<file path="config.mk">
export PLATFORM = sky130hd
export DESIGN_NAME = tx_offload_host
export DESIGN_NICKNAME = d
export VERILOG_FILES = /design/src/hdl/tx_offload_host_pkg.sv /design/src/hdl/tx_offload_host.sv /design/src/hdl/reset_release.sv /design/src/hdl/ones_sum16.sv
export SDC_FILE = /design/constraint.sdc
export NUM_CORES = 1
export LEC_CHECK = 0
export BUFFER_PORTS_ARGS = -buffer_cell sky130_fd_sc_hd__buf_4
export CAP_MARGIN = 20
export CORE_ASPECT_RATIO = 0.5
export CORE_UTILIZATION = 50
export CTS_CLUSTER_DIAMETER = 30
export DETAILED_ROUTE_END_ITERATION = 16
export GPL_TIMING_DRIVEN = 0
export PLACE_DENSITY = 0.67
export SYNTH_ARGS = -nofsm -noshare
export SYNTH_HDL_FRONTEND = slang
export SYNTH_HIERARCHICAL = 1
export SYNTH_SLANG_ARGS = --single-unit
export TNS_END_PERCENT = 10
</file>
<file path="constraint.sdc">
create_clock -name ref_clk -period 11.65 [get_ports ref_clk]
set_input_delay 1.165 -clock ref_clk [delete_from_list [all_inputs] [get_ports ref_clk]]
set_output_delay 1.165 -clock ref_clk [all_outputs]
set_load 0.02 [all_outputs]
</file>
<file path="src/hdl/tx_offload_host_pkg.sv">
// constants for the parameter-block host controller
package tx_offload_host_pkg;
   // software register byte offsets
   localparam logic [7:0] REG_CTRL   = 8'h00;
   localparam logic [7:0] REG_OFS    = 8'h04;
   localparam logic [7:0] REG_SRC_IP = 8'h08;
   localparam logic [7:0] REG_DST_IP = 8'h0c;
   localparam logic [7:0] REG_LEN    = 8'h10;
   localparam logic [7:0] REG_CMD    = 8'h14;
   localparam logic [7:0] REG_STATUS = 8'h18;
   localparam logic [7:0] REG_PSUM   = 8'h1c;
   localparam logic [7:0] REG_VLAN   = 8'h20;
   // ctrl register bits; bits 0..7 map onto offload_mode_bits
   localparam int CTL_IPV4   = 0;
   localparam int CTL_L4     = 1;
   localparam int CTL_LSO    = 2;
   localparam int CTL_VLAN   = 3;
   localparam int CTL_HWP    = 4;
   localparam int CTL_SEC    = 5;
   localparam int CTL_SCHED  = 6;
   localparam int CTL_TCP    = 7;
   localparam int CTL_TUNNEL = 8;
   localparam int MODE_W     = 8;
   localparam int CTL_W      = 9;
   // placement of offload_mode_bits in the block word at 10h
   localparam int ACT_SHIFT  = 16;
   // status bits
   localparam int ST_BUSY    = 0;
   localparam int ST_DONE    = 1;
   localparam int ST_E_IHL   = 2;
   localparam int ST_E_L4    = 3;
   localparam int ST_E_IPOFS = 4;
   localparam int CMD_START  = 0;
   // tx_parameter_block word addresses on the device side
   localparam logic [7:0] BLK_ACT  = 8'h10;
   localparam logic [7:0] BLK_OFS  = 8'h14;
   localparam logic [7:0] BLK_PSUM = 8'hfc;
   // header facts
   localparam logic [3:0]  IHL_MIN     = 4'h5;
   localparam logic [7:0]  TCP_CS_END  = 8'h12;
   localparam logic [7:0]  UDP_CS_END  = 8'h08;
   localparam logic [7:0]  PROTO_TCP   = 8'h06;
   localparam logic [7:0]  PROTO_UDP   = 8'h11;
   localparam int          PSEUDO_WORDS = 6;
   localparam logic [1:0]  RESP_OKAY   = 2'b00;
   localparam logic [1:0]  RESP_SLVERR = 2'b10;
endpackage

</file>
<file path="src/hdl/tx_offload_host.sv">
// host side: builds tx_parameter_block words and pseudo-header preload
//
// Design decisions made here: the register offsets and the AXI4-Lite register port.
`timescale 1ns/1ps
module tx_offload_host
   import tx_offload_host_pkg::*;
#(
   parameter int DATA_W = 32,
   parameter int ADDR_W = 8
) (
   input  wire logic              ref_clk,
   input  wire logic              nrst,
   input  wire logic [ADDR_W-1:0] s_awaddr,
   input  wire logic              s_awvalid,
   output logic                   s_awready,
   input  wire logic [DATA_W-1:0] s_wdata,
   input  wire logic [3:0]        s_wstrb,
   input  wire logic              s_wvalid,
   output logic                   s_wready,
   output logic      [1:0]        s_bresp,
   output logic                   s_bvalid,
   input  wire logic              s_bready,
   input  wire logic [ADDR_W-1:0] s_araddr,
   input  wire logic              s_arvalid,
   output logic                   s_arready,
   output logic      [DATA_W-1:0] s_rdata,
   output logic      [1:0]        s_rresp,
   output logic                   s_rvalid,
   input  wire logic              s_rready,
   output logic                   blk_valid,
   input  wire logic              blk_ready,
   output logic      [7:0]        blk_addr,
   output logic      [DATA_W-1:0] blk_word
);
   typedef enum logic [2:0] {S_IDLE, S_SUM, S_ACT, S_OFS, S_PSUM} state_t;
   logic              rst_n, done_q, aw_hold_q, w_hold_q;
   logic              do_wr, start, blk_take;
   state_t            st_q;
   logic [CTL_W-1:0]  ctrl_q;
   logic [31:0]       ofs_q, src_q, dst_q, len_q;
   logic [15:0]       vlan_q, sum_word, psum, pseudo_len, seg_pay, pay, mss;
   logic [2:0]        err_q, cnt_q, chk;
   logic [MODE_W-1:0] mode_q, mode_d;
   logic [ADDR_W-1:0] awaddr_q;
   logic [DATA_W-1:0] wdata_q;
   logic [3:0]        wstrb_q, ihl;
   logic [7:0]        ip_ofs, l4_ofs, l4_hdr;
   reset_release u_rst (
      .clk    (ref_clk),
      .arst_n (nrst),
      .srst_n (rst_n)
   );

   assign ip_ofs = ofs_q[7:0];
   assign l4_ofs = ofs_q[15:8];
   assign ihl    = ofs_q[19:16];
   assign l4_hdr = ofs_q[31:24];
   assign pay    = len_q[15:0];
   assign mss    = len_q[31:16];
   assign blk_take = blk_valid && blk_ready;
   function automatic logic [31:0] merge(input logic [31:0] old, nw,
                                         input logic [3:0]  be);
      logic [31:0] r;
      r = old;
      for (int i = 0; i < 4; i++) begin
         if (be[i]) begin
            r[8*i +: 8] = nw[8*i +: 8];
         end
      end
      return r;
   endfunction

   assign do_wr = aw_hold_q && w_hold_q && !s_bvalid;
   always_ff @(posedge ref_clk or negedge rst_n) begin
      if (!rst_n) begin
         aw_hold_q <= 1'b0;
         w_hold_q  <= 1'b0;
         s_awready <= 1'b1;
         s_wready  <= 1'b1;
         awaddr_q  <= '0;
         wdata_q   <= '0;
         wstrb_q   <= '0;
         s_bvalid  <= 1'b0;
         s_bresp   <= RESP_OKAY;
      end else begin
         if (s_awvalid && s_awready) begin
            aw_hold_q <= 1'b1;
            s_awready <= 1'b0;
            awaddr_q  <= s_awaddr;
         end
         if (s_wvalid && s_wready) begin
            w_hold_q <= 1'b1;
            s_wready <= 1'b0;
            wdata_q  <= s_wdata;
            wstrb_q  <= s_wstrb;
         end
         if (do_wr) begin
            aw_hold_q <= 1'b0;
            w_hold_q  <= 1'b0;
            s_bvalid  <= 1'b1;
            if (awaddr_q == REG_CTRL || awaddr_q == REG_OFS ||
                awaddr_q == REG_SRC_IP || awaddr_q == REG_DST_IP ||
                awaddr_q == REG_LEN || awaddr_q == REG_CMD ||
                awaddr_q == REG_VLAN) begin
               s_bresp <= RESP_OKAY;
            end else begin
               s_bresp <= RESP_SLVERR;
            end
         end
         if (s_bvalid && s_bready) begin
            s_bvalid  <= 1'b0;
            s_awready <= 1'b1;
            s_wready  <= 1'b1;
         end
      end
   end

   // register writes; frame setup is frozen while a block is under way
   always_ff @(posedge ref_clk or negedge rst_n) begin
      if (!rst_n) begin
         ctrl_q <= '0;
         ofs_q  <= '0;
         src_q  <= '0;
         dst_q  <= '0;
         len_q  <= '0;
         vlan_q <= '0;
      end else if (do_wr && st_q == S_IDLE) begin
         if (awaddr_q == REG_CTRL) begin
            ctrl_q <= CTL_W'(merge(32'(ctrl_q), wdata_q, wstrb_q));
         end else if (awaddr_q == REG_OFS) begin
            ofs_q <= merge(ofs_q, wdata_q, wstrb_q);
         end else if (awaddr_q == REG_SRC_IP) begin
            src_q <= merge(src_q, wdata_q, wstrb_q);
         end else if (awaddr_q == REG_DST_IP) begin
            dst_q <= merge(dst_q, wdata_q, wstrb_q);
         end else if (awaddr_q == REG_LEN) begin
            len_q <= merge(len_q, wdata_q, wstrb_q);
         end else if (awaddr_q == REG_VLAN) begin
            vlan_q <= 16'(merge(32'(vlan_q), wdata_q, wstrb_q));
         end
      end
   end

   assign start = do_wr && awaddr_q == REG_CMD && wstrb_q[0] &&
                  wdata_q[CMD_START] && st_q == S_IDLE;
   always_ff @(posedge ref_clk or negedge rst_n) begin
      if (!rst_n) begin
         s_arready <= 1'b1;
         s_rvalid  <= 1'b0;
         s_rdata   <= '0;
         s_rresp   <= RESP_OKAY;
      end else if (s_arvalid && s_arready) begin
         s_arready <= 1'b0;
         s_rvalid  <= 1'b1;
         s_rresp   <= RESP_OKAY;
         if (s_araddr == REG_CTRL) begin
            s_rdata <= 32'(ctrl_q);
         end else if (s_araddr == REG_OFS) begin
            s_rdata <= ofs_q;
         end else if (s_araddr == REG_SRC_IP) begin
            s_rdata <= src_q;
         end else if (s_araddr == REG_DST_IP) begin
            s_rdata <= dst_q;
         end else if (s_araddr == REG_LEN) begin
            s_rdata <= len_q;
         end else if (s_araddr == REG_CMD) begin
            s_rdata <= '0;
         end else if (s_araddr == REG_STATUS) begin
            s_rdata <= 32'({err_q, done_q, st_q != S_IDLE});
         end else if (s_araddr == REG_PSUM) begin
            s_rdata <= 32'(psum);
         end else if (s_araddr == REG_VLAN) begin
            s_rdata <= 32'(vlan_q);
         end else begin
            s_rdata <= '0;
            s_rresp <= RESP_SLVERR;
         end
      end else if (s_rvalid && s_rready) begin
         s_rvalid  <= 1'b0;
         s_arready <= 1'b1;
      end
   end

   always_comb begin
      chk = '0;
      // device may corrupt the frame silently, so refuse up front
      chk[0] = ctrl_q[CTL_IPV4] && ihl < IHL_MIN;
      chk[1] = ctrl_q[CTL_L4] &&
               l4_hdr < (ctrl_q[CTL_TCP] ? TCP_CS_END : UDP_CS_END);
      chk[2] = ctrl_q[CTL_L4] && !mode_d[CTL_HWP] && ip_ofs == 8'h00;
   end

   always_comb begin
      mode_d = ctrl_q[MODE_W-1:0];
      // parser cannot handle these frames: explicit offsets instead
      if (ctrl_q[CTL_SEC] || ctrl_q[CTL_TUNNEL]) begin
         mode_d[CTL_HWP] = 1'b0;
      end
   end

   // large send: first segment carries at most one mss of payload
   assign seg_pay = (ctrl_q[CTL_LSO] && pay > mss) ? mss : pay;
   assign pseudo_len = 16'(l4_hdr) + seg_pay;

   always_comb begin
      case (cnt_q)
         3'd0:    sum_word = src_q[31:16];
         3'd1:    sum_word = src_q[15:0];
         3'd2:    sum_word = dst_q[31:16];
         3'd3:    sum_word = dst_q[15:0];
         3'd4:    sum_word = {8'h00,
                              ctrl_q[CTL_TCP] ? PROTO_TCP : PROTO_UDP};
         default: sum_word = pseudo_len;
      endcase
   end

   // left uncomplemented: the device folds it in and inverts at the end
   ones_sum16 #(
      .W (16)
   ) u_sum (
      .clk   (ref_clk),
      .rst_n (rst_n),
      .clr   (start),
      .add   (st_q == S_SUM),
      .word  (sum_word),
      .sum_q (psum)
   );

   always_ff @(posedge ref_clk or negedge rst_n) begin
      if (!rst_n) begin
         st_q      <= S_IDLE;
         cnt_q     <= '0;
         mode_q    <= '0;
         done_q    <= 1'b0;
         err_q     <= '0;
         blk_valid <= 1'b0;
         blk_addr  <= '0;
         blk_word  <= '0;
      end else begin
         case (st_q)
            S_IDLE: begin
               if (start) begin
                  done_q <= 1'b0;
                  err_q  <= chk;
                  mode_q <= mode_d;
                  cnt_q  <= '0;
                  if (chk == '0) begin
                     st_q <= S_SUM;
                  end
               end
            end
            S_SUM: begin
               cnt_q <= cnt_q + 3'd1;
               if (cnt_q == 3'(PSEUDO_WORDS - 1)) begin
                  st_q      <= S_ACT;
                  blk_valid <= 1'b1;
                  blk_addr  <= BLK_ACT;
                  blk_word  <= 32'(mode_q) << ACT_SHIFT;
               end
            end
            S_ACT: begin
               if (blk_take) begin
                  st_q     <= S_OFS;
                  blk_addr <= BLK_OFS;
                  // offsets as software gave them, vlan bytes excluded
                  blk_word <= {l4_ofs, ip_ofs, vlan_q};
               end
            end
            S_OFS: begin
               if (blk_take) begin
                  st_q     <= S_PSUM;
                  blk_addr <= BLK_PSUM;
                  blk_word <= {16'h0000, psum};
               end
            end
            S_PSUM: begin
               if (blk_take) begin
                  st_q      <= S_IDLE;
                  blk_valid <= 1'b0;
                  done_q    <= 1'b1;
               end
            end
            default: st_q <= S_IDLE;
         endcase
      end
   end
endmodule

</file>
<file path="src/hdl/reset_release.sv">
// two-flop release of the asynchronous reset
`timescale 1ns/1ps
module reset_release (
   input  wire logic clk,
   input  wire logic arst_n,
   output logic      srst_n
);
   logic meta_q;

   always_ff @(posedge clk or negedge arst_n) begin
      if (!arst_n) begin
         meta_q <= 1'b0;
         srst_n <= 1'b0;
      end else begin
         meta_q <= 1'b1;
         srst_n <= meta_q;
      end
   end
endmodule

</file>
<file path="src/hdl/ones_sum16.sv">
// running one's complement sum with end-around carry
`timescale 1ns/1ps
module ones_sum16 #(
   parameter int W = 16
) (
   input  wire logic         clk,
   input  wire logic         rst_n,
   input  wire logic         clr,
   input  wire logic         add,
   input  wire logic [W-1:0] word,
   output logic      [W-1:0] sum_q
);
   logic [W:0]   wide;
   logic [W-1:0] folded;

   // one fold suffices: a carry can only follow a sum below all ones
   assign wide   = {1'b0, sum_q} + {1'b0, word};
   assign folded = wide[W-1:0] + {{(W-1){1'b0}}, wide[W]};

   always_ff @(posedge clk or negedge rst_n) begin
      if (!rst_n) begin
         sum_q <= '0;
      end else if (clr) begin
         sum_q <= '0;
      end else if (add) begin
         sum_q <= folded;
      end
   end
endmodule

</file>
==> results of run 1 <==
## critical path, delay by kind of cell, from the launching register on
kind | cells | cell delay [ns]
mux | 1 | 0.40
flops | 1 | 0.47
simple gates | 9 | 1.90
fa+ha+maj | 4 | 1.16
xor+xnor | 2 | 0.36
compound gates | 11 | 3.37
buf+inv | 5 | 1.21
## power groups by stage
stage | sequential, W | clock (W) | combinational [W]
6_report | 0.00161 | 0.00133 | 0.00179
5_1_grt | 0.00164 | 0.00139 | 0.00193
4_1_cts | 0.00160 | 0.00134 | 0.00176
3_5_place_dp | 0.00161 | 0 | 0.00174
3_3_place_gp | 0.00162 | 0 | 0.00167
2_1_floorplan | 0.00161 | 0 | 0.00109
## area by class of cell
| type | count | area share, % |
|---|---|---|
| sequential | 310 | 40.8 |
| multi-input combinational | 1044 | 40.3 |
| timing repair buffer | 144 | 6.06 |
| clock buffer | 51 | 5.87 |
| tap | 423 | 2.78 |
| buffer | 74 | 1.68 |
| clock inverter | 25 | 1.66 |
| inverter | 45 | 0.888 |
## registers in the layout, indices dropped and copies added (netlist names), 3 cells and up
name and count:
blk_word 32, dst_q 32, len_q 32, ofs_q 32, s_rdata 32, src_q 32
wdata_q 32, u_sum/sum_q 16, vlan_q 16, ctrl_q 9, awaddr_q 8, mode_q 8
wstrb_q 4, blk_addr 3, cnt_q 3, err_q 3, st_q 3
## layer usage
layer  global-route usage, %  routed length [um]  vias to the layer above
li1                        -                   -                     5873
met1                    51.5               24700                     6712
met2                    48.9               22500                      631
met3                    9.34                6230                       88
met4                    7.09                1000                        4
met5                       0                  27                        -
## cells by family after synthesis
logic type	Yosys count	share of synthesized area (%)
AND/OR/NAND/NOR	395	11.7
AO/OA/AOI/OAI	359	16.1
flip-flops	310	48.8
multiplexers	208	14.6
buffers and inverters	119	3.07
adder cells (fa/ha/maj)	51	4.11
XOR/XNOR	26	1.43
other	2	0.0473
## how the worst max path moves through the flow
stage | startpoint | end | slack (ns)
2_1_floorplan | u_rst/srst_n$_DFF_PN0_ | aw_hold_q$_DFFE_PN0P_ | 2.38
4_1_cts | len_q[27]$_DFFE_PN0P_ | u_sum/sum_q[15]$_DFFE_PN0P_ | 2.85
6_report | len_q[27]$_DFFE_PN0P_ | u_sum/sum_q[15]$_DFFE_PN0P_ | 2.64
3_5_place_dp | len_q[27]$_DFFE_PN0P_ | u_sum/sum_q[15]$_DFFE_PN0P_ | 2.92
3_3_place_gp | u_rst/srst_n$_DFF_PN0_ | blk_valid$_DFFE_PN0P_ | -0.65
5_1_grt | len_q[27]$_DFFE_PN0P_ | u_sum/sum_q[15]$_DFFE_PN0P_ | 2.21
## layout by cell type, fill, tap and decap left out, types with 6 or more instances in the layout
cell type,Yosys,final
a211oi_1,16,16
a21o_1,15,15
a21oi_1,54,54
a221o_1,16,16
a221oi_1,19,19
a222oi_1,26,26
a22oi_1,40,40
a31o_2,6,6
a31oi_1,34,34
and3_1,20,20
buf_1,7,7
buf_2,6,9
buf_4,7,144
clkbuf_1,53,60
clkbuf_16,0,43
dfrtp_1,307,306
ha_1,49,49
inv_1,45,45
inv_6,0,6
inv_8,0,6
mux2_2,189,189
mux2i_1,15,15
nand2_1,128,128
nand2b_1,11,11
nand3_1,32,32
nand4_1,10,10
nor2_1,111,111
nor2_2,6,6
nor2b_1,7,7
nor3_1,21,21
nor4_1,12,11
o211ai_1,6,6
o21ai_0,74,74
or3_1,6,6
xnor2_1,16,16
xor2_1,10,10
## per-stage QoR
step	total power, W	util (%)	worst slack [ns]
after floorplan	0.00270	-	2.38
after global placement	0.00329	56.7	-0.653
after detailed placement	0.00336	57.1	2.92
after CTS	0.00470	61.8	2.85
after global routing	0.00496	61.8	2.21
final	0.00472	61.8	2.64
==> impl_metrics.toml, run 1 <==
[sta]
slew_headroom_pct = 16.6
fin_tns_setup_ns = 0
fin_skew_ns = 0.0164
min_period_ns = 9.01
setup_violations = 0
fmax_mhz = 111
worst_pin_slew_ns = 1.24
timing.hold.ws_ns = 0.358
fin_crit_sh_pct = 77.3
rsz0062_at_grt = "no"
hold_viol_final = 0
final_max_slew_viol_count = 0

[hold_path]
hold_depth = 0
worstHoldStart = "u_rst/meta_q$_DFF_PN0_"
worst_hold_path.endpoint = "u_rst/srst_n$_DFF_PN0_"
hp-class = "reg2reg"

[critical_path]
r2r_slack_ns = 2.64
cp_max_fo = 10
crit_required_ns = 12.09
reg2reg_to = "u_sum/sum_q[15]$_DFFE_PN0P_"
end_kind = "flip-flop"
r2r-start = "len_q[27]$_DFFE_PN0P_"
critPathArrivalTime_ns = 9.45
crit_top_cell = "ha_1"
rr_worst_depth = 32
crit_slowest_cell = "o41ai_2"
startpoint_type = "flip-flop"
critPathMaxStageDelay_ns = 0.75
critPathKind = "reg2reg"

[routing]
drc_errors = 0
vias = 13308
routed_wl_um = 54400
detail-route-antenna-nets = 0
dr.pass1.iters = 7
first_iter_violations = 1735
via_per_inst = 6.29
post_drt_wl_per_cell_um = 25.7

[synth]
yosysTopAreaCell = "dfrtp_1"
synth_area_sq_mm = 0.0159
synth_most_common_cell = "dfrtp_1"
ys_seq_elements = 310
synth_top_area_share_pct = 48.3
synth_edf_count = 0
async_flop_share_pct = 100
ys_seq_area_share_pct = 48.8
synthCells = 1470
synthesis.area_per_instance_sq_um = 10.8
ys.flop_type = "dfrtp_1"
synth_warnings = 6
synth_common_cells = "307 x dfrtp_1, 189 x mux2_2, 128 x nand2_1"
synth_area_leaders = "dfrtp_1 48%, mux2_2 13%, ha_1 3.9%"
ys_types = 80

[pwr]
power.share.sequential_pct = 34.1
switching_share_pct = 40.4
power_frac_clock_pct = 28.1
p_comb_share_pct = 37.8
p_leak_nw = 8.90
power_density_mw_per_mm2 = 248
vdd_drop_max_mv = 0.157
internal_power_w = 0.00281
switchingPower_w = 0.00191

[floorplan]
dieArea_sq_mm = 0.0325
die_width_um = 254
core-area_sq_mm = 0.0308
placementRows = 45
pin_count = 142
die_y_um = 128
initial_core_util_pct = 51.6

[place]
hpwlAfterDp_um = 41900
place_area_sq_mm = 0.0176
place.gp.congestion = 0.987
portBuffers = 136
dp_cells = 2039

[cts]
cts_setup_buffers = 0
clk_pin_slew_ns = 0.06
cts-resized-gates = 0
cts_buffer_depth = 3
cts_buffers = 42
clockRootBuffer = "clkbuf_16"
insertion_delay_ns = 0.55
cts_tree = "done"
cts.sinks = 310
htree_levels = 2
postCtsHoldBufs = 0

[layout]
fill_cells = 2559
syn2layout_area_growth_pct = 19.7
antenna_cells = 0
regArea_sq_mm = 0.00776
final_area_sq_mm = 0.0190
multiInputGateArea_sq_mm = 0.00766
instances_no_fill = 2116
drive_gt1_share_pct = 26.6
layout.nets = 1772

[global_routing]
antenna_found_initial = 3
track_usage_pct = 34.2
overflow = 0
grt_pass1_vias = 12997
grt_max_degree = 71
grt_pass1_wl_um = 81800

[flow_run]
cap_violations = 0

[run_status]
status = "completed"
No activity file was read; power rests on OpenSTA's default activity.
==> run 2: changes to the inputs <==
--- a/config.mk
+++ b/config.mk
@@ -12,7 +12,7 @@
 export CTS_CLUSTER_DIAMETER = 30
 export DETAILED_ROUTE_END_ITERATION = 16
 export GPL_TIMING_DRIVEN = 0
-export PLACE_DENSITY = 0.67
+export PLACE_DENSITY = 0.7
 export SYNTH_ARGS = -nofsm -noshare
 export SYNTH_HDL_FRONTEND = slang
 export SYNTH_HIERARCHICAL = 1
==> constraint.sdc (replaced) <==
create_clock -name ref_clk -period 7.5 [get_ports ref_clk]
set_input_delay 0.75 -clock ref_clk [delete_from_list [all_inputs] [get_ports ref_clk]]
set_output_delay 0.75 -clock ref_clk [all_outputs]
set_load 0.02 [all_outputs]
==> run 2 against run 1 <==
  * Register-to-register slack lost 2.4 ns
  * Combinational power is 63% higher
  * Final cell count rose by 0.14%
  * Core utilization increased by 0.76 points
  * Critical path depth rose by 1
  * First-iteration DRC count shrank 8.2%
  * Worst setup slack got worse by 2.4 ns
  * Count of clock-buffer cells in the layout is 7 lower
  * Die area unchanged
  * Clock skew up 0.0017 ns
  * Sequential share of layout area fell by 0.44 points
  * Hold slack worse by 0.0016 ns
  * Critical endpoint unchanged
==> impl_metrics.toml, run 2 (synthesis gave the netlist of run 1 again) <==
[run_status]
status = "completed"

[pwr]
power_w = 0.00729
vdd_drop_max_mv = 0.202
power_density_mw_per_mm2 = 379
p_leak_nw = 8.92
p_comb_share_pct = 40.1
power_frac_clock_pct = 25.5
internal_power_w = 0.00429
switching_share_pct = 41.1
power.share.sequential_pct = 34.4
switchingPower_w = 0.00300

[critical_path]
cp_max_fo = 10
critPathKind = "reg2reg"
critPathArrivalTime_ns = 7.66
startpoint_type = "flip-flop"
crit_slowest_cell = "dfrtp_1"
end_kind = "flip-flop"
crit_required_ns = 7.92
critPathMaxStageDelay_ns = 0.49
crit_top_cell = "ha_1"

[floorplan]
dieArea_sq_mm = 0.0325
placementRows = 45
die_width_um = 254
core-area_sq_mm = 0.0308
pin_count = 142
initial_core_util_pct = 51.6
die_y_um = 128

[routing]
dr.pass1.iters = 10
detail-route-antenna-nets = 0
first_iter_violations = 1592
post_drt_wl_per_cell_um = 25.7
vias = 13449
via_per_inst = 6.35
routed_wl_um = 54400
drc_errors = 0

[place]
place_area_sq_mm = 0.0176
place.gp.congestion = 1.01
dp_worst_setup_slack_ns = -1.23
portBuffers = 136
hpwlAfterDp_um = 41600

[cts]
cts_buffers = 39
cts_tree = "done"
cts.sinks = 310
insertion_delay_ns = 0.54
clk_pin_slew_ns = 0.06
cts_buffer_depth = 3
clockRootBuffer = "clkbuf_16"
htree_levels = 2

[global_routing]
grtUsageMet3_pct = 9.71
antenna_found_initial = 0
grt_use_met1_pct = 50.9
overflow = 0
grt_pass1_wl_um = 81200
grt_use_met2_pct = 48.2
grt_busiest_layer = "met1"
track_usage_pct = 33.9
grt_pass1_vias = 12936
grt_max_degree = 74

[layout]
drive_gt1_share_pct = 29.3
final_area_sq_mm = 0.0193
syn2layout_area_growth_pct = 21.2
final_common_cell = "dfrtp_1"
finish.utilization_pct = 62.5
layout.nets = 1778
multiInputGateArea_sq_mm = 0.00791
mostFrequentLayoutCells = "297 x dfrtp_1, 189 x mux2_2, 157 x buf_4"
fill_cells = 2458
antenna_cells = 0
regArea_sq_mm = 0.00778

[sta]
worst_pin_slew_ns = 1.09
fin_crit_sh_pct = 96.5
setup_violations = 0
worst_slack_ns = 0.263
slew_headroom_pct = 27.2
min_period_ns = 7.24
fin_skew_ns = 0.0181
fin_tns_setup_ns = 0
final_max_slew_viol_count = 0
fmax_mhz = 138
hold_viol_final = 0

[flow_run]
cap_violations = 0

[hold_path]
hp-class = "reg2reg"
==> run 2: cell types whose count changed in the layout (fill, tap and decap cells not counted), moves of 6 or more <==
cell      delta
buf_4       +13
clkbuf_1     -9
dfrtp_1      -9
dfrtp_2      +9
a31oi_1      -6
ha_1         -6
ha_4         +6
==> run 2: per-stage QoR <==
step / std cells / hold slack (ns)
global route: 2119 / 0.365
CTS: 2110 / 0.360
finish: 2119 / 0.356
global placement: 2032 / 0.340
detailed placement: 2038 / 0.343
floorplan: 1473 / 0.331
==> run 2: cell type report <==
| cell class | count | share of cell area, % |
|---|---|---|
| timing repair buffer | 157 | 6.54 |
| clock buffer | 44 | 5.49 |
| sequential | 310 | 40.4 |
| inverter | 45 | 0.877 |
| buffer | 70 | 1.65 |
| multi-input combinational | 1044 | 41.1 |
| clock inverter | 26 | 1.25 |
| tap | 423 | 2.75 |
==> run 2: path summary, 6_finish.rpt <==
path	cells after the start	slack, ns	start	end
max in group asynchronous	2	5.79	u_rst/srst_n$_DFF_PN0_	ofs_q[8]$_DFFE_PN0P_
min in group asynchronous	0	0.47	u_rst/srst_n$_DFF_PN0_	src_q[18]$_DFFE_PN0P_
min	0	0.36	u_rst/meta_q$_DFF_PN0_	u_rst/srst_n$_DFF_PN0_
max reg2reg	33	0.26	len_q[3]$_DFFE_PN0P_	u_sum/sum_q[15]$_DFFE_PN0P_
min reg2reg	0	0.36	u_rst/meta_q$_DFF_PN0_	u_rst/srst_n$_DFF_PN0_
max	33	0.26	len_q[3]$_DFFE_PN0P_	u_sum/sum_q[15]$_DFFE_PN0P_
==> run 2: worst max-delay path: cells and delay by family (launching register included) <==
family                   cells  cell delay (ns)
XOR/XNOR                     1             0.18
AND/OR/NAND/NOR             11             1.76
AO/OA/AOI/OAI               13             2.56
adder cells (fa/ha/maj)      5             1.61
buffers and inverters        3             0.47
flip-flops                   1             0.49
==> run 2: timing repair <==
item                                    in CTS  in global routing
hold buffers                                 1                  0
resized for setup                           26                 33
endpoints found under the setup margin      16                 10
hold endpoints to repair                     2                  0
pin swaps                                    7                 11
buffers inserted                             5                  9
==> run 2: power by group through the flow <==
| stage | clock (W) | combinational (W) | sequential (W) |
|---|---|---|---|
| 6_report | 0.00186 | 0.00292 | 0.00251 |
| 5_1_grt | 0.00196 | 0.00315 | 0.00255 |
| 4_1_cts | 0.00189 | 0.00280 | 0.00249 |
| 3_5_place_dp | 0 | 0.00270 | 0.00252 |
| 3_3_place_gp | 0 | 0.00259 | 0.00252 |
| 2_1_floorplan | 0 | 0.00170 | 0.00250 |
==> run 2: routing by layer <==
layer  share of wire (%)  wire [um]
met1                  45      24600
met2                  42      23000
met3                  11       5790
met4                 1.8        988
met5                   0          0
==> run 3: changes to the inputs <==
--- a/config.mk
+++ b/config.mk
@@ -12,7 +12,7 @@
 export CTS_CLUSTER_DIAMETER = 30
 export DETAILED_ROUTE_END_ITERATION = 16
 export GPL_TIMING_DRIVEN = 0
-export PLACE_DENSITY = 0.7
+export PLACE_DENSITY = 0.67
 export SYNTH_ARGS = -nofsm -noshare
 export SYNTH_HDL_FRONTEND = slang
 export SYNTH_HIERARCHICAL = 1
==> constraint.sdc (replaced) <==
create_clock -name ref_clk -period 7.3 [get_ports ref_clk]
set_input_delay 0.73 -clock ref_clk [delete_from_list [all_inputs] [get_ports ref_clk]]
set_output_delay 0.73 -clock ref_clk [all_outputs]
set_load 0.02 [all_outputs]
==> run 3 against run 2 <==
  * Fmax is 1.1% higher
  * Core utilization rose by 1.4 points
  * Non-clock buffer count rose by 10
  * Die area did not move
  * Design area is 2.3% higher
  * Clock skew fell by 0.0026 ns
  * Critical endpoint is now u_sum/sum_q[11]$_DFFE_PN0P_
  * Largest power group unchanged
  * Highest routed layer is now met5
==> impl_metrics.toml, run 3 (synthesis gave the netlist of run 1 again) <==
[cts]
cts_tree = "done"
cts_buffers = 43
htree_levels = 2
cts_buffer_depth = 3
cts.sinks = 310
clockRootBuffer = "clkbuf_16"
clk_pin_slew_ns = 0.06
insertion_delay_ns = 0.55

[pwr]
vdd_drop_max_mv = 0.246
power_w = 0.00800
p_leak_nw = 9.11
power_density_mw_per_mm2 = 406

[floorplan]
initial_core_util_pct = 51.6
die_y_um = 128
core-area_sq_mm = 0.0308
pin_count = 142
dieArea_sq_mm = 0.0325
placementRows = 45
die_width_um = 254

[critical_path]
critPathKind = "reg2reg"
crit_required_ns = 7.74
crit_buf_inv = 3
reg2reg_to = "u_sum/sum_q[11]$_DFFE_PN0P_"
cp_max_fo = 10
critPathArrivalTime_ns = 7.60
rr_worst_depth = 33
r2r_slack_ns = 0.14
end_kind = "flip-flop"
startpoint_type = "flip-flop"
crit_slowest_cell = "o41a_1"
r2r-start = "len_q[1]$_DFFE_PN0P_"
crit_top_cell = "a21o_1"
critPathMaxStageDelay_ns = 0.46
cp_top_family = "compound AO/OA/AOI/OAI gates"

[routing]
first_iter_violations = 1779
dr.pass1.iters = 7
vias = 13520
post_drt_wl_per_cell_um = 26.2
drc_errors = 0
detail-route-antenna-nets = 0
via_per_inst = 6.33
routed_wl_um = 55900

[global_routing]
grt_pass1_vias = 13147
antenna_found_initial = 2
overflow = 0
track_usage_pct = 35.0
grt_pass1_wl_um = 83100
grt_max_degree = 73

[layout]
final_common_cell = "dfrtp_1"
finish.utilization_pct = 63.9
fill_cells = 2457
antenna_cells = 0
layout.nets = 1792
drive_gt1_share_pct = 30.5
mostFrequentLayoutCells = "301 x dfrtp_1, 189 x mux2_2, 167 x buf_4"
syn2layout_area_growth_pct = 23.9
final_area_sq_mm = 0.0197

[place]
place_area_sq_mm = 0.0176
place.gp.congestion = 0.989
portBuffers = 136
hpwlAfterDp_um = 42200

[sta]
min_period_ns = 7.16
final_max_slew_viol_count = 0
worst_pin_slew_ns = 1.11
fmax_mhz = 140
slew_headroom_pct = 25.3
hold_viol_final = 0
timing.hold.ws_ns = 0.335
fin_crit_sh_pct = 98.1
rsz0062_at_grt = "yes"
fin_skew_ns = 0.0155
setup_violations = 0

[hold_path]
worstHoldStart = "s_arvalid"
hold_depth = 2
hp-class = "in2reg"
worst_hold_path.endpoint = "s_arready$_DFFE_PN1P_"

[flow_run]
cap_violations = 0

[run_status]
status = "completed"
-- run 3: repair_timing --
| item | CTS | global route |
|---|---|---|
| setup endpoints to repair | 16 | 10 |
| pin swaps | 5 | 15 |
| endpoints found under the hold margin | 2 | 0 |
| hold buffers | 1 | 0 |
| resized for setup | 38 | 37 |
| setup buffers | 11 | 12 |
-- run 3: area by class of cell --
type / count / area (sq um) / share of cell area [%]
multi-input combinational: 1044 / 7990 / 40.6
sequential: 310 / 7770 / 39.5
timing repair buffer: 167 / 1330 / 6.76
clock buffer: 52 / 1170 / 5.95
tap: 423 / 529 / 2.69
clock inverter: 26 / 418 / 2.12
buffer: 70 / 314 / 1.59
inverter: 45 / 169 / 0.858
-- run 3: how the worst max path moves through the flow --
stage / startpoint / to / slack, ns / depth (start not counted)
finish: len_q[1]$_DFFE_PN0P_ / u_sum/sum_q[11]$_DFFE_PN0P_ / 0.14 / 33
global route: len_q[1]$_DFFE_PN0P_ / u_sum/sum_q[14]$_DFFE_PN0P_ / -0.06 / 34
CTS: len_q[25]$_DFFE_PN0P_ / u_sum/sum_q[15]$_DFFE_PN0P_ / 0.02 / 34
detailed placement: len_q[15]$_DFFE_PN0P_ / u_sum/sum_q[15]$_DFFE_PN0P_ / -1.45 / 31
global placement: len_q[15]$_DFFE_PN0P_ / u_sum/sum_q[15]$_DFFE_PN0P_ / -1.46 / 32
floorplan: len_q[1]$_DFFE_PN0P_ / u_sum/sum_q[15]$_DFFE_PN0P_ / 0.36 / 32
-- run 3: per-layer routing --
layer  wire length [um]  share of wire, %  global-route usage, %  vias to the layer above
met1              24400                44                   50.4                     6858
met2              23300                42                   49.9                      644
met5                 27             0.048                      0                        -
li1                   -                 -                      -                     5924
met3               7230                13                   13.2                       90
met4                931               1.7                   7.44                        4
-- run 3: report_power, final --
group / switching, W / internal, W
sequential: 0.000495 / 0.00209
combinational: 0.00183 / 0.00127
clock: 0.000842 / 0.00148
-- run 3: worst register-to-register path, delay by kind of cell (launching register included) --
kind | cells | cell delay (ns)
AND/OR/NAND/NOR | 9 | 1.52
multiplexers | 1 | 0.31
XOR/XNOR | 1 | 0.13
buffers and inverters | 3 | 0.49
flip-flops | 1 | 0.45
AO/OA/AOI/OAI | 15 | 3.03
adder cells (fa/ha/maj) | 4 | 1.14
-- run 3: metrics by stage --
step / cells / TNS [ns] / setup slack (ns)
6_report: 2137 / 0 / 0.139
3_5_place_dp: 2039 / -13.60 / -1.45
4_1_cts: 2125 / 0 / 0.0185
2_1_floorplan: 1473 / 0 / 0.365
3_3_place_gp: 2032 / -13.56 / -1.46
5_1_grt: 2137 / -0.181 / -0.0610
